[src/position_loop_defines.svh]
`ifndef POSITION_LOOP_DEFINES_SVH
`define POSITION_LOOP_DEFINES_SVH

// Register byte offsets
`define OFS_CONTROL        12'h000
`define OFS_GEAR_NUM       12'h004
`define OFS_GEAR_DEN       12'h008
`define OFS_ACCEL_TC       12'h00C
`define OFS_INPOS_WIDTH    12'h010
`define OFS_LOOP_GAIN      12'h014
`define OFS_PULSE_FORMAT   12'h018
`define OFS_IN_FUNC_SEL    12'h01C
`define OFS_OUT_FUNC_SEL   12'h020
`define OFS_STATUS         12'h024
`define OFS_DROOP          12'h028
`define OFS_SPEED_CMD      12'h02C

// Control register fields
`define CTRL_SOFT_CLEAR_BIT 0

// Status register fields
`define STAT_POWER_BIT     0
`define STAT_READY_BIT     1
`define STAT_INPOS_BIT     2
`define STAT_FWD_CLOSED_BIT 3
`define STAT_REV_CLOSED_BIT 4

// Reset values
`define GEAR_NUM_RESET     15'h0001
`define GEAR_DEN_RESET     15'h0001
`define ACCEL_TC_RESET     16'h0000
`define INPOS_WIDTH_RESET  32'h00000064
`define LOOP_GAIN_RESET    16'h0019
`define PULSE_FORMAT_RESET 3'h0
`define IN_FUNC_RESET      8'h00
`define OUT_FUNC_RESET     8'h00

// Terminal function codes
`define FUNC_SERVO_ON      8'h17
`define FUNC_IN_POSITION   8'h24

// Limits
`define GEAR_MAX           15'h7FFF
`define ACCEL_TC_MAX_MS    16'hC350
`define FORMAT_POS_FIRST   3'h3
`define FORMAT_MAX         3'h5

// Timing
`define CLOCK_PERIOD_NS    4
`define READY_DELAY_NS     100000000
`define READY_DELAY_CYCLES (`READY_DELAY_NS / `CLOCK_PERIOD_NS)
`define MS_NS              1000000
`define CYCLES_PER_MS      (`MS_NS / `CLOCK_PERIOD_NS)

`endif

[src/position_loop_pkg.sv]
package position_loop_pkg;

  typedef enum logic [2:0] {
    SERVO_OFF   = 3'b001,
    SERVO_LOCK  = 3'b010,
    SERVO_READY = 3'b100
  } servo_state_t;

  typedef enum logic [1:0] {
    FMT_SEPARATE   = 2'h0,
    FMT_PULSE_SIGN = 2'h1,
    FMT_QUADRATURE = 2'h2
  } pulse_mode_t;

  typedef logic signed [31:0] droop_t;

endpackage : position_loop_pkg

[src/pulse_train_position_loop.sv]
// Contract
// - Scaled command pulses add to deviation counter; droop sets speed command.
// - Encoder feedback pulses count the deviation counter down.
// - With no command pulses speed falls with droop, zero droop stops motor.
// - In-position output is high while droop magnitude is below programmed width.
// - Servo-enable works only when the input terminal function code is 23.
// - In-position drives output terminal only when its function code is 36.
// - Servo-enable releases power stage, holds servo lock; ready follows 0.1 s later.
// - Dropping servo-enable shuts the power stage off at once.
// - No command motion in a direction whose stroke-end input is open.
// - Command pulses scaled by numerator over denominator, each 0..32767, default 1.
// - Feedback counts four edges per encoder line.
// - Command rate times gear ratio equals feedback pulse rate of the motor.
// - Steady droop equals command rate over loop gain, default 25 per second.
// - Optional time constant 0..50 s smooths command rate before the loop.
// - Rising edge of clear input zeroes the deviation counter.
// - Format selects separate trains, pulse plus sign, or quadrature; 0-2 negative logic.
//
// Design decisions made here: the APB register port and the address map.
`include "position_loop_defines.svh"
`timescale 1ns/10ps
`default_nettype none

module pulse_train_position_loop #(
  parameter int unsigned READY_DELAY_CYCLES = `READY_DELAY_CYCLES,
  parameter int unsigned CYCLES_PER_MS      = `CYCLES_PER_MS
) (
  input  wire logic        CLOCK_IN,
  input  wire logic        RESET_IN,
  input  wire logic        PSEL_IN,
  input  wire logic        PENABLE_IN,
  input  wire logic        PWRITE_IN,
  input  wire logic [11:0] PADDR_IN,
  input  wire logic [31:0] PWDATA_IN,
  output var  logic [31:0] PRDATA_OUT,
  output logic             PREADY_OUT,
  output logic             PSLVERR_OUT,
  input  wire logic        SERVO_ENABLE_IN,
  input  wire logic        FWD_STROKE_END_IN,
  input  wire logic        REV_STROKE_END_IN,
  input  wire logic        DROOP_CLEAR_IN,
  input  wire logic        FWD_PULSE_IN,
  input  wire logic        REV_PULSE_IN,
  input  wire logic        ENC_A_IN,
  input  wire logic        ENC_B_IN,
  output var  logic        POWER_ENABLE_OUT,
  output var  logic        READY_OUT,
  output var  logic        IN_POSITION_OUT,
  output var  logic [31:0] SPEED_CMD_OUT
);

  // Returns {step, reverse} for one sample of a quadrature pair, four counts per line
  function automatic logic [1:0] quad_step(input logic pa, input logic pb,
                                           input logic a, input logic b);
    logic [3:0] t;
    t = {pa, pb, a, b};
    case (t)
      4'b0001, 4'b0111, 4'b1110, 4'b1000: quad_step = 2'b10;
      4'b0010, 4'b1011, 4'b1101, 4'b0100: quad_step = 2'b11;
      default:                            quad_step = 2'b00;
    endcase
  endfunction : quad_step

  function automatic logic [31:0] magnitude(input logic signed [31:0] v);
    magnitude = v[31] ? 32'(-v) : 32'(v);
  endfunction : magnitude

  // Configuration registers
  logic [14:0] gear_num_q;
  logic [14:0] gear_den_q;
  logic [15:0] accel_tc_q;
  logic [31:0] inpos_width_q;
  logic [15:0] loop_gain_q;
  logic [2:0]  pulse_format_q;
  logic [7:0]  in_func_q;
  logic [7:0]  out_func_q;
  logic        soft_clear_q;

  logic setup_phase;
  logic access_phase;
  logic addr_hit;
  assign setup_phase  = PSEL_IN && !PENABLE_IN;
  assign access_phase = PSEL_IN && PENABLE_IN;
  always_comb begin
    case (PADDR_IN)
      `OFS_CONTROL, `OFS_GEAR_NUM, `OFS_GEAR_DEN, `OFS_ACCEL_TC, `OFS_INPOS_WIDTH,
      `OFS_LOOP_GAIN, `OFS_PULSE_FORMAT, `OFS_IN_FUNC_SEL, `OFS_OUT_FUNC_SEL,
      `OFS_STATUS, `OFS_DROOP, `OFS_SPEED_CMD: addr_hit = 1'b1;
      default:                                 addr_hit = 1'b0;
    endcase
  end
  assign PREADY_OUT  = 1'b1;
  assign PSLVERR_OUT = access_phase && !addr_hit;

  logic wr_en;
  assign wr_en = access_phase && PWRITE_IN && addr_hit;

  always_ff @(posedge CLOCK_IN) begin
    if (RESET_IN) begin
      gear_num_q     <= `GEAR_NUM_RESET;
      gear_den_q     <= `GEAR_DEN_RESET;
      accel_tc_q     <= `ACCEL_TC_RESET;
      inpos_width_q  <= `INPOS_WIDTH_RESET;
      loop_gain_q    <= `LOOP_GAIN_RESET;
      pulse_format_q <= `PULSE_FORMAT_RESET;
      in_func_q      <= `IN_FUNC_RESET;
      out_func_q     <= `OUT_FUNC_RESET;
      soft_clear_q   <= 1'b0;
    end else begin
      soft_clear_q <= wr_en && (PADDR_IN == `OFS_CONTROL) && PWDATA_IN[`CTRL_SOFT_CLEAR_BIT];
      if (wr_en) begin
        case (PADDR_IN)
          `OFS_GEAR_NUM:     gear_num_q <= PWDATA_IN[14:0];
          `OFS_GEAR_DEN:     gear_den_q <= PWDATA_IN[14:0];
          `OFS_ACCEL_TC: begin
            if (PWDATA_IN[15:0] <= `ACCEL_TC_MAX_MS) begin
              accel_tc_q <= PWDATA_IN[15:0];
            end
          end
          `OFS_INPOS_WIDTH:  inpos_width_q <= PWDATA_IN;
          `OFS_LOOP_GAIN:    loop_gain_q <= PWDATA_IN[15:0];
          `OFS_PULSE_FORMAT: begin
            if (PWDATA_IN[2:0] <= `FORMAT_MAX) begin
              pulse_format_q <= PWDATA_IN[2:0];
            end
          end
          `OFS_IN_FUNC_SEL:  in_func_q <= PWDATA_IN[7:0];
          `OFS_OUT_FUNC_SEL: out_func_q <= PWDATA_IN[7:0];
          default: ;
        endcase
      end
    end
  end

  // Servo sequencing
  position_loop_pkg::servo_state_t state_q;
  logic [31:0] ready_cnt_q;
  logic        servo_req;
  assign servo_req = SERVO_ENABLE_IN && (in_func_q == `FUNC_SERVO_ON);

  always_ff @(posedge CLOCK_IN) begin
    if (RESET_IN) begin
      state_q     <= position_loop_pkg::SERVO_OFF;
      ready_cnt_q <= 32'h00000000;
    end else begin
      case (state_q)
        position_loop_pkg::SERVO_OFF: begin
          ready_cnt_q <= 32'h00000000;
          if (servo_req) begin
            state_q <= position_loop_pkg::SERVO_LOCK;
          end
        end
        position_loop_pkg::SERVO_LOCK: begin
          if (!servo_req) begin
            state_q <= position_loop_pkg::SERVO_OFF;
          end else if (ready_cnt_q >= READY_DELAY_CYCLES - 1) begin
            state_q <= position_loop_pkg::SERVO_READY;
          end else begin
            ready_cnt_q <= ready_cnt_q + 32'h00000001;
          end
        end
        position_loop_pkg::SERVO_READY: begin
          if (!servo_req) begin
            state_q <= position_loop_pkg::SERVO_OFF;
          end
        end
        default: state_q <= position_loop_pkg::SERVO_OFF;
      endcase
    end
  end

  logic power_on;
  // Power stage follows the request combinationally so that shut-off is immediate
  assign power_on = servo_req && (state_q != position_loop_pkg::SERVO_OFF);

  // Command pulse decoding
  logic pp_q;
  logic np_q;
  logic pa_q;
  logic pb_q;
  logic ea_q;
  logic eb_q;
  logic clr_in_q;
  logic pp_n;
  logic np_n;
  logic positive_logic;
  position_loop_pkg::pulse_mode_t mode;
  assign positive_logic = (pulse_format_q >= `FORMAT_POS_FIRST);
  assign pp_n = positive_logic ? FWD_PULSE_IN : !FWD_PULSE_IN;
  assign np_n = positive_logic ? REV_PULSE_IN : !REV_PULSE_IN;
  always_comb begin
    case (positive_logic ? 3'(pulse_format_q - `FORMAT_POS_FIRST) : pulse_format_q)
      3'h1:    mode = position_loop_pkg::FMT_PULSE_SIGN;
      3'h2:    mode = position_loop_pkg::FMT_QUADRATURE;
      default: mode = position_loop_pkg::FMT_SEPARATE;
    endcase
  end

  always_ff @(posedge CLOCK_IN) begin
    if (RESET_IN) begin
      pp_q     <= 1'b0;
      np_q     <= 1'b0;
      ea_q     <= 1'b0;
      eb_q     <= 1'b0;
      clr_in_q <= 1'b0;
    end else begin
      pp_q     <= pp_n;
      np_q     <= np_n;
      ea_q     <= ENC_A_IN;
      eb_q     <= ENC_B_IN;
      clr_in_q <= DROOP_CLEAR_IN;
    end
  end
  assign pa_q = pp_q;
  assign pb_q = np_q;

  logic [1:0] cmd_quad;
  logic       cmd_step;
  logic       cmd_rev;
  assign cmd_quad = quad_step(pa_q, pb_q, pp_n, np_n);
  always_comb begin
    case (mode)
      position_loop_pkg::FMT_SEPARATE: begin
        cmd_step = (pp_n && !pp_q) || (np_n && !np_q);
        cmd_rev  = np_n && !np_q;
      end
      position_loop_pkg::FMT_PULSE_SIGN: begin
        cmd_step = pp_n && !pp_q;
        cmd_rev  = np_n;
      end
      position_loop_pkg::FMT_QUADRATURE: begin
        cmd_step = cmd_quad[1];
        cmd_rev  = cmd_quad[0];
      end
      default: begin
        cmd_step = 1'b0;
        cmd_rev  = 1'b0;
      end
    endcase
  end

  // Electronic gear: residue gains numerator per pulse, sheds denominator per output
  logic signed [31:0] gear_res_q;
  logic signed [31:0] gear_add;
  logic signed [31:0] gear_sum;
  logic               gear_out;
  logic               gear_out_rev;
  logic               cmd_allowed;
  assign cmd_allowed = cmd_step && power_on &&
                       (cmd_rev ? REV_STROKE_END_IN : FWD_STROKE_END_IN);
  assign gear_add = cmd_allowed ? (cmd_rev ? -32'(gear_num_q) : 32'(gear_num_q)) : 32'sh0;
  assign gear_out = (gear_den_q != 15'h0000) &&
                    (magnitude(gear_res_q) >= 32'(gear_den_q));
  assign gear_out_rev = gear_res_q[31];
  assign gear_sum = gear_res_q + gear_add -
                    (gear_out ? (gear_out_rev ? -32'(gear_den_q) : 32'(gear_den_q)) : 32'sh0);

  always_ff @(posedge CLOCK_IN) begin
    if (RESET_IN || !power_on) begin
      gear_res_q <= 32'sh0;
    end else begin
      gear_res_q <= gear_sum;
    end
  end

  // Smoothing: pending pulses released at pending/tau per cycle, a first-order lag
  logic signed [31:0] pend_q;
  logic [47:0]        lag_acc_q;
  logic [47:0]        tau_cycles;
  logic [47:0]        lag_sum;
  logic               lag_out;
  logic               smooth_step;
  logic               smooth_rev;
  assign tau_cycles  = 48'(accel_tc_q) * 48'(CYCLES_PER_MS);
  assign lag_sum     = lag_acc_q + 48'(magnitude(pend_q));
  assign lag_out     = (pend_q != 32'sh0) && (lag_sum >= tau_cycles);
  assign smooth_step = (accel_tc_q == 16'h0000) ? gear_out : lag_out;
  assign smooth_rev  = (accel_tc_q == 16'h0000) ? gear_out_rev : pend_q[31];

  always_ff @(posedge CLOCK_IN) begin
    if (RESET_IN || !power_on || accel_tc_q == 16'h0000) begin
      pend_q    <= 32'sh0;
      lag_acc_q <= 48'h000000000000;
    end else begin
      pend_q <= pend_q + (gear_out ? (gear_out_rev ? -32'sh1 : 32'sh1) : 32'sh0) -
                (lag_out ? (pend_q[31] ? -32'sh1 : 32'sh1) : 32'sh0);
      lag_acc_q <= lag_out ? 48'(lag_sum - tau_cycles) :
                   ((pend_q == 32'sh0) ? 48'h000000000000 : lag_sum);
    end
  end

  // Deviation counter
  position_loop_pkg::droop_t droop_q;
  logic [1:0]                fb;
  logic                      clear_edge;
  assign fb         = quad_step(ea_q, eb_q, ENC_A_IN, ENC_B_IN);
  assign clear_edge = (DROOP_CLEAR_IN && !clr_in_q) || soft_clear_q;

  always_ff @(posedge CLOCK_IN) begin
    if (RESET_IN || clear_edge || !power_on) begin
      droop_q <= 32'sh0;
    end else begin
      droop_q <= droop_q +
                 (smooth_step ? (smooth_rev ? -32'sh1 : 32'sh1) : 32'sh0) -
                 (fb[1] ? (fb[0] ? -32'sh1 : 32'sh1) : 32'sh0);
    end
  end

  // Speed command in pulses per second: droop times loop gain
  logic signed [47:0] speed_raw;
  logic signed [31:0] speed_d;
  assign speed_raw = 48'(droop_q) * $signed({32'h0, loop_gain_q});
  always_comb begin
    speed_d = speed_raw[31:0];
    if (!power_on) begin
      speed_d = 32'sh0;
    end else if ((!speed_d[31] && !FWD_STROKE_END_IN) || (speed_d[31] && !REV_STROKE_END_IN)) begin
      speed_d = 32'sh0;
    end
  end

  logic in_pos;
  assign in_pos = magnitude(droop_q) < inpos_width_q;

  always_ff @(posedge CLOCK_IN) begin
    if (RESET_IN) begin
      POWER_ENABLE_OUT <= 1'b0;
      READY_OUT        <= 1'b0;
      IN_POSITION_OUT  <= 1'b0;
      SPEED_CMD_OUT    <= 32'h00000000;
    end else begin
      POWER_ENABLE_OUT <= power_on;
      READY_OUT        <= servo_req && (state_q == position_loop_pkg::SERVO_READY);
      IN_POSITION_OUT  <= in_pos && (out_func_q == `FUNC_IN_POSITION);
      SPEED_CMD_OUT    <= speed_d;
    end
  end

  // Read data is captured in the setup cycle and held for the access cycle
  always_ff @(posedge CLOCK_IN) begin
    if (RESET_IN) begin
      PRDATA_OUT <= 32'h00000000;
    end else if (setup_phase && !PWRITE_IN) begin
      case (PADDR_IN)
        `OFS_GEAR_NUM:     PRDATA_OUT <= {17'h00000, gear_num_q};
        `OFS_GEAR_DEN:     PRDATA_OUT <= {17'h00000, gear_den_q};
        `OFS_ACCEL_TC:     PRDATA_OUT <= {16'h0000, accel_tc_q};
        `OFS_INPOS_WIDTH:  PRDATA_OUT <= inpos_width_q;
        `OFS_LOOP_GAIN:    PRDATA_OUT <= {16'h0000, loop_gain_q};
        `OFS_PULSE_FORMAT: PRDATA_OUT <= {29'h00000000, pulse_format_q};
        `OFS_IN_FUNC_SEL:  PRDATA_OUT <= {24'h000000, in_func_q};
        `OFS_OUT_FUNC_SEL: PRDATA_OUT <= {24'h000000, out_func_q};
        `OFS_STATUS:       PRDATA_OUT <= {27'h0000000, REV_STROKE_END_IN, FWD_STROKE_END_IN,
                                          in_pos, READY_OUT, POWER_ENABLE_OUT};
        `OFS_DROOP:        PRDATA_OUT <= droop_q;
        `OFS_SPEED_CMD:    PRDATA_OUT <= SPEED_CMD_OUT;
        default:           PRDATA_OUT <= 32'h00000000;
      endcase
    end
  end

endmodule : pulse_train_position_loop

`default_nettype wire

[config.mk]
export PLATFORM = sky130hd
export DESIGN_NAME = pulse_train_position_loop
export DESIGN_NICKNAME = d
export VERILOG_FILES = /design/src/position_loop_pkg.sv /design/src/pulse_train_position_loop.sv
export VERILOG_INCLUDE_DIRS = /design/src
export SDC_FILE = /design/constraint.sdc
export NUM_CORES = 2
export LEC_CHECK = 0
export ABC_CLOCK_PERIOD_IN_PS = 24800
export BUFFER_PORTS_ARGS = -buffer_cell sky130_fd_sc_hd__buf_2
export CORE_MARGIN = 5
export CORE_UTILIZATION = 50
export CTS_BUF_LIST = sky130_fd_sc_hd__clkbuf_8
export DETAILED_ROUTE_END_ITERATION = 8
export HOLD_SLACK_MARGIN = 0.12
export PLACE_DENSITY = 0.66
export SLEW_MARGIN = 0
export SYNTH_ARGS = -nofsm -noshare
export SYNTH_HDL_FRONTEND = slang
export SYNTH_SLANG_ARGS = --single-unit
[constraint.sdc]
create_clock -name CLOCK_IN -period 24.8 [get_ports CLOCK_IN]
set_clock_uncertainty 0.1 [all_clocks]
set_input_delay 1.24 -clock CLOCK_IN [delete_from_list [all_inputs] [get_ports CLOCK_IN]]
set_output_delay 1.24 -clock CLOCK_IN [all_outputs]
set_load 0.01 [all_outputs]
## After elaboration in Yosys (flattened, before gate mapping)

Memories as Yosys holds them, arrays and structs flattened.
Cells that the tools add are included.

- Word-level logic and storage cells: 173
- Bits in registers: 365
- Input bits: 57
- Memories: 2
- Memory bits (read-only): 64
- Output and inout bits: 69

- $mul: 2
- Reduce and logical (&&, ||, !) cells: 59
- Bitwise operators: 1
- Equality and inequality tests: 26
- Muxes and demuxes: 36
- Add/subtract/negate cells: 15
- Magnitude comparators: 7

Memory list:

| memory | words | width | read ports | clocked after memory_dff | wr ports | line | RTL |
|---|---|---|---|---|---|---|---|
| (name not given) | 16 | 2 | 1 | 0 | 0 | pulse_train_position_loop.sv:57 | `case (t)` |
| (name not given) | 16 | 2 | 1 | 0 | 0 | pulse_train_position_loop.sv:57 |  |

Operators with widths:

| cell | number |
|---|---|
| 32-bit 2-to-1 mux | 17 |
| 32-bit one-hot mux with 11 select lines | 1 |
| 32-bit adder | 3 |
| 48-bit 2-to-1 mux | 2 |
| 32-bit negation | 3 |
| 32-bit subtractor | 3 |
| 15-bit negation with 32-bit output | 2 |
| 32-bit one-hot mux with 2 select lines | 1 |
| 48-bit by 32-bit adder with 48-bit output | 1 |
| 12-bit by 5-bit == test with 1-bit output (second input constant) | 4 |
| 12-bit by 6-bit == test with 1-bit output (second input constant) | 4 |
| 48-bit by 34-bit greater-or-equal comparator with 1-bit output | 1 |
| 48-bit by 34-bit subtractor with 48-bit output | 1 |
| 32-bit by 1-bit adder with 32-bit output (second input constant) | 1 |
| 32-bit by 15-bit greater-or-equal comparator with 1-bit output | 1 |
| 32-bit by 25-bit greater-or-equal comparator with 1-bit output (second input constant) | 1 |
| 32-bit logical NOT | 1 |
| 32-bit < comparator | 1 |
| 32-bit by 17-bit multiplier with 32-bit output | 1 |
| 32-bit nonzero test | 1 |
| 16-bit by 14-bit multiplier with 30-bit output (second input constant) | 1 |
| 12-bit by 4-bit == test with 1-bit output (second input constant) | 2 |
| 1-bit logical AND | 21 |
| 16-bit <= comparator (second input constant) | 1 |
| 31 further kinds | 71 |

## Logic depth before layout (Yosys ltp)

- Depth in word-level cells: 11
- Mapped depth: 52
- Depth with buffers taken out: 50

## Worst setup path before layout

OpenSTA, ideal clock, no wires.

- Path type: register to register
- From: register accel_tc_q[1]
- To: register pend_q[30]
- Stages on the path, launching flop included: 48
- Period minus slack after synthesis: 12.585 ns
- Setup time: 0.128 ns
- Required time: 24.572 ns
- Path buffers: 2
- Slack: 12.215 ns
- Arrival time: 12.358 ns
- Cell sequence: dfxtp_1 > inv_1 > fa_1 > inv_1 > fa_1 > fa_1 > fa_1 > ha_1 > inv_1 > fa_1 > inv_1 > ha_1 > or3_1 > a211o_1 > o311a_1 > a211oi_1 > o31ai_1 > a21o_1 > [12 not listed] > buf_4 > buf_2 > nor2_1 > fa_1 > inv_1 > ha_1 > nor2b_1 > o21ai_0 > a21boi_0 > o221a_2 > o21ai_0 > o21ai_0 > a211oi_1 > nor3_1 > nor3_1 > o21ai_0 > xnor2_1 > nor2_1

- Longest elaborated chain between the ends: 5
- Elaborated cells between the ends (all ways): 7
- Those cells by class: add/sub (1); mul (1); order compare (1); mux (1); reduce/logical (3)

RTL lines:

| item | line | RTL |
|---|---|---|
| start, declared | pulse_train_position_loop.sv:71 | `logic [15:0] accel_tc_q;` |
| start signal, assigned | pulse_train_position_loop.sv:102 | `` accel_tc_q <= `ACCEL_TC_RESET; `` |
| start signal, assigned | pulse_train_position_loop.sv:117 | `accel_tc_q <= PWDATA_IN[15:0];` |
| 16-bit by 14-bit multiplier with 30-bit output | pulse_train_position_loop.sv:274 | `assign tau_cycles = 48'(accel_tc_q) * 48'(CYCLES_PER_MS);` |
| 48-bit by 34-bit greater-or-equal comparator with 1-bit output | pulse_train_position_loop.sv:276 | `assign lag_out = (pend_q != 32'sh0) && (lag_sum >= tau_cycles);` |
| 1-bit logical AND | pulse_train_position_loop.sv:276 |  |
| 32-bit 2-to-1 mux | pulse_train_position_loop.sv:286 | `(lag_out ? (pend_q[31] ? -32'sh1 : 32'sh1) : 32'sh0);` |
| 32-bit subtractor | pulse_train_position_loop.sv:285 | `pend_q <= pend_q + (gear_out ? (gear_out_rev ? -32'sh1 : 32'sh1) : 32'sh0) -` |
| end signal, assigned | pulse_train_position_loop.sv:285 |  |
| end, declared | pulse_train_position_loop.sv:267 | `logic signed [31:0] pend_q;` |

Several ways; a longest one is shown, not always the timed one.
A chain may end at the register's enable or synchronous reset.

## Worst setup path in the final report

Ends and elaborated chain as after synthesis.

==> results.ini <==
[run_status]
outcome=finished clean

[setup_path]
worst_path_max_delay_cell=fa_1
start_kind=flop
worstSetupEndpoint=pend_q[30]
r2r.worst_path.cells=46
startpoint=accel_tc_q[1]
r2r_slack_ns=11.27
criticalPathCategory=flop to flop
critPathCaptureType=flop
slowest_delay_ns=0.57
cp_common_cell=fa_1
reg2reg_from=accel_tc_q[1]
crit_arrival_ns=14.02
r2r-end=pend_q[30]
required_ns=25.29
path_max_fanout=34

[global_route]
grt.overflow.total=0
grt_max_degree=62
grt_pass1_wl_um=208100
track_usage=0.2791
antenna_found_initial=11
grt_pass1_vias=37290

[routing]
dr.pass1.iters=8
wl_per_cell_um=19.97
routed_wl_um=130900
drtIter0Drc=3325
remaining_drc_errors=0
vias=37250
drtAntennaViolNets=0
viasPerCell=5.682

[place]
hpwlAfterDp_um=100600
portBuffers=124
dp_cells=6417
gp_congestion=0.9337

[cts]
clkLatencyLatePin_ns=0.75
ctsHtreeMaxLevel=3
cts_root_buffer=clkbuf_8
cts_tree=yes
numCtsBuffers=75
ctsResizeCount=0
cts_hold_buffers=0
path_clk_slew_ns=0.07
postCtsSetupBuffers=0
clk_path_buf_depth=3
cts.sinks=365

[min_path]
hp-class=flop to flop

[sta]
drv_slew=0
hold_viol=0
worstMarginPinSlew_ns=1.233
max_freq_mhz=73.91
fin_crit_ns=13.53
finalSetupViolCount=0
min_period_over_period=0.5455
slew_headroom=0.1735
rsz0062_at_grt=no
fin_setup_tns_ns=0

[yosys]
yosys-top-cells-count=inv_1, nand2_1, fa_1
yosysMostFrequentCell=inv_1
synth_edf_count=0
syn-num-nets=6226
synth-async-reset-ratio=0
yosys.area.top_type=fa_1
synth_top_area_frac=0.2088
yosys_warnings=0
syn_area_um2=43430
synthCells=5299
ys_top_cells_by_area=fa_1, dfxtp_1, ha_1, inv_1, nand2_1
synth_top_flop_cell=dfxtp_1
synth-seq-cells=365
yosysSeqAreaShare=0.1683
synth.avg_cell_area_um2=8.195
synth_cell_type_count=100

[die]
die_y_um=304.7
start_util=0.5021
fp.dieW_um=304.7
rows=108
num_io_pins=126
core_um2=86480
die-area_um2=92850

[final_layout]
instances_no_fill=6555
fill_cells=8225
fin_nets=6266
drive_gt1_frac=0.07135
area_growth_pct=7.848

[power]
leakage_uw=0.02120
power_density_nw_per_um2=30.02
ir_drop_v=0.00004181

[run]
max_cap_viol_count=0

==> cells by family after synthesis <==
logic type	after synthesis	share of synthesized area
simple gates	1673	0.1827
compound gates	968	0.1491
mux	39	0.009306
flops	365	0.1683
fa+ha+maj	870	0.3290
xor+xnor	345	0.07082
other cells	1	0.00008635
buf+inv	1038	0.09076
==> layer usage <==
| layer | vias up | wire length [µm] | global-route usage |
|---|---|---|---|
| met5 | - | 51 | 0 |
| met4 | 8 | 3880 | 0.07923 |
| met3 | 231 | 13720 | 0.07777 |
| met2 | 1391 | 55120 | 0.4187 |
| met1 | 18080 | 58130 | 0.3968 |
| li1 | 17540 | - | - |
==> layout make-up <==
| type | instances | area, µm² | share of cell area |
|---|---|---|---|
| Antenna cell | 4 | 10.01 | 0.0002137 |
| Tap cell | 1155 | 1445 | 0.03086 |
| Multi-Input combinational cell | 3896 | 32210 | 0.6878 |
| Timing Repair Buffer | 186 | 1089 | 0.02324 |
| Clock inverter | 41 | 429.2 | 0.009163 |
| Clock buffer | 93 | 1280 | 0.02733 |
| Sequential cell | 365 | 7311 | 0.1561 |
| Inverter | 815 | 3059 | 0.06532 |
==> power breakdown <==
| part | switching (µW) | internal (µW) |
|---|---|---|
| Combinational | 44.9 | 27.8 |
| Sequential | 2.45 | 589 |
| Clock | 316 | 426 |
| Total | 364 | 1040 |
==> stage by stage <==
step | cell area [µm²] | power (µW) | hold slack, ns | setup WS, ns | util
after floorplan | 43430 | 651.0 | 0.3417 | 12.21 | -
after global placement | 45120 | 674.5 | 0.3441 | 11.81 | 0.5217
after detailed placement | 45120 | 675.0 | 0.3468 | 11.47 | 0.5217
after CTS | 46820 | 1424 | 0.3554 | 11.40 | 0.5414
after global routing | 46830 | 1458 | 0.3775 | 10.28 | 0.5415
final | 46830 | 1406 | 0.3572 | 11.27 | 0.5416
==> registers in the layout (all words and copies together) (netlist names), 3 cells and up <==
signal and flops:
lag_acc_q 48, PRDATA_OUT 32, SPEED_CMD_OUT 32, droop_q 32, gear_res_q 32, inpos_width_q 32
pend_q 32, ready_cnt_q 32, accel_tc_q 16, loop_gain_q 16, gear_den_q 15, gear_num_q 15
in_func_q 8, out_func_q 8, pulse_format_q 3, state_q 3
==> layout by cell type (no fill, tap or decap), types with 29 or more instances in the layout <==
cell type	instances
buf_4	63
or3_1	33
o21ai_0	139
nor3_1	73
mux2i_1	37
xor2_1	111
a21oi_1	305
and2_1	170
nor2_1	393
inv_1	827
nand2b_1	53
o31ai_1	38
a21o_1	89
nand4_1	57
nand2_1	631
dfxtp_1	362
clkbuf_8	93
a22oi_1	34
nand3_1	60
a222oi_1	29
fa_1	453
buf_2	123
nor2b_1	41
ha_1	417
xnor2_1	230
a211oi_1	62
==> worst max-delay path: cells and delay by family, from the launching register on <==
kind | cells | cell delay [ns]
DFF | 1 | 0.52
buffers and inverters | 6 | 1.03
xor gates and xnor gates | 2 | 0.23
AOI/OAI and AO/OA | 16 | 4.13
adders and majority gates | 10 | 4.31
and+or+nand+nor | 12 | 3.02
==> worst min-delay path by stage <==
stage                     from         endpoint  slack (ns)  cells after the start
2_1_floorplan  ready_cnt_q[31]  ready_cnt_q[31]        0.34                      2
6_report        loop_gain_q[9]   loop_gain_q[9]        0.36                      2
3_5_place_dp    loop_gain_q[9]   loop_gain_q[9]        0.35                      2
5_1_grt         loop_gain_q[9]   loop_gain_q[9]        0.38                      2
3_3_place_gp    loop_gain_q[9]   loop_gain_q[9]        0.34                      2
4_1_cts         loop_gain_q[9]   loop_gain_q[9]        0.36                      2
No activity file was read; power rests on OpenSTA's default activity.
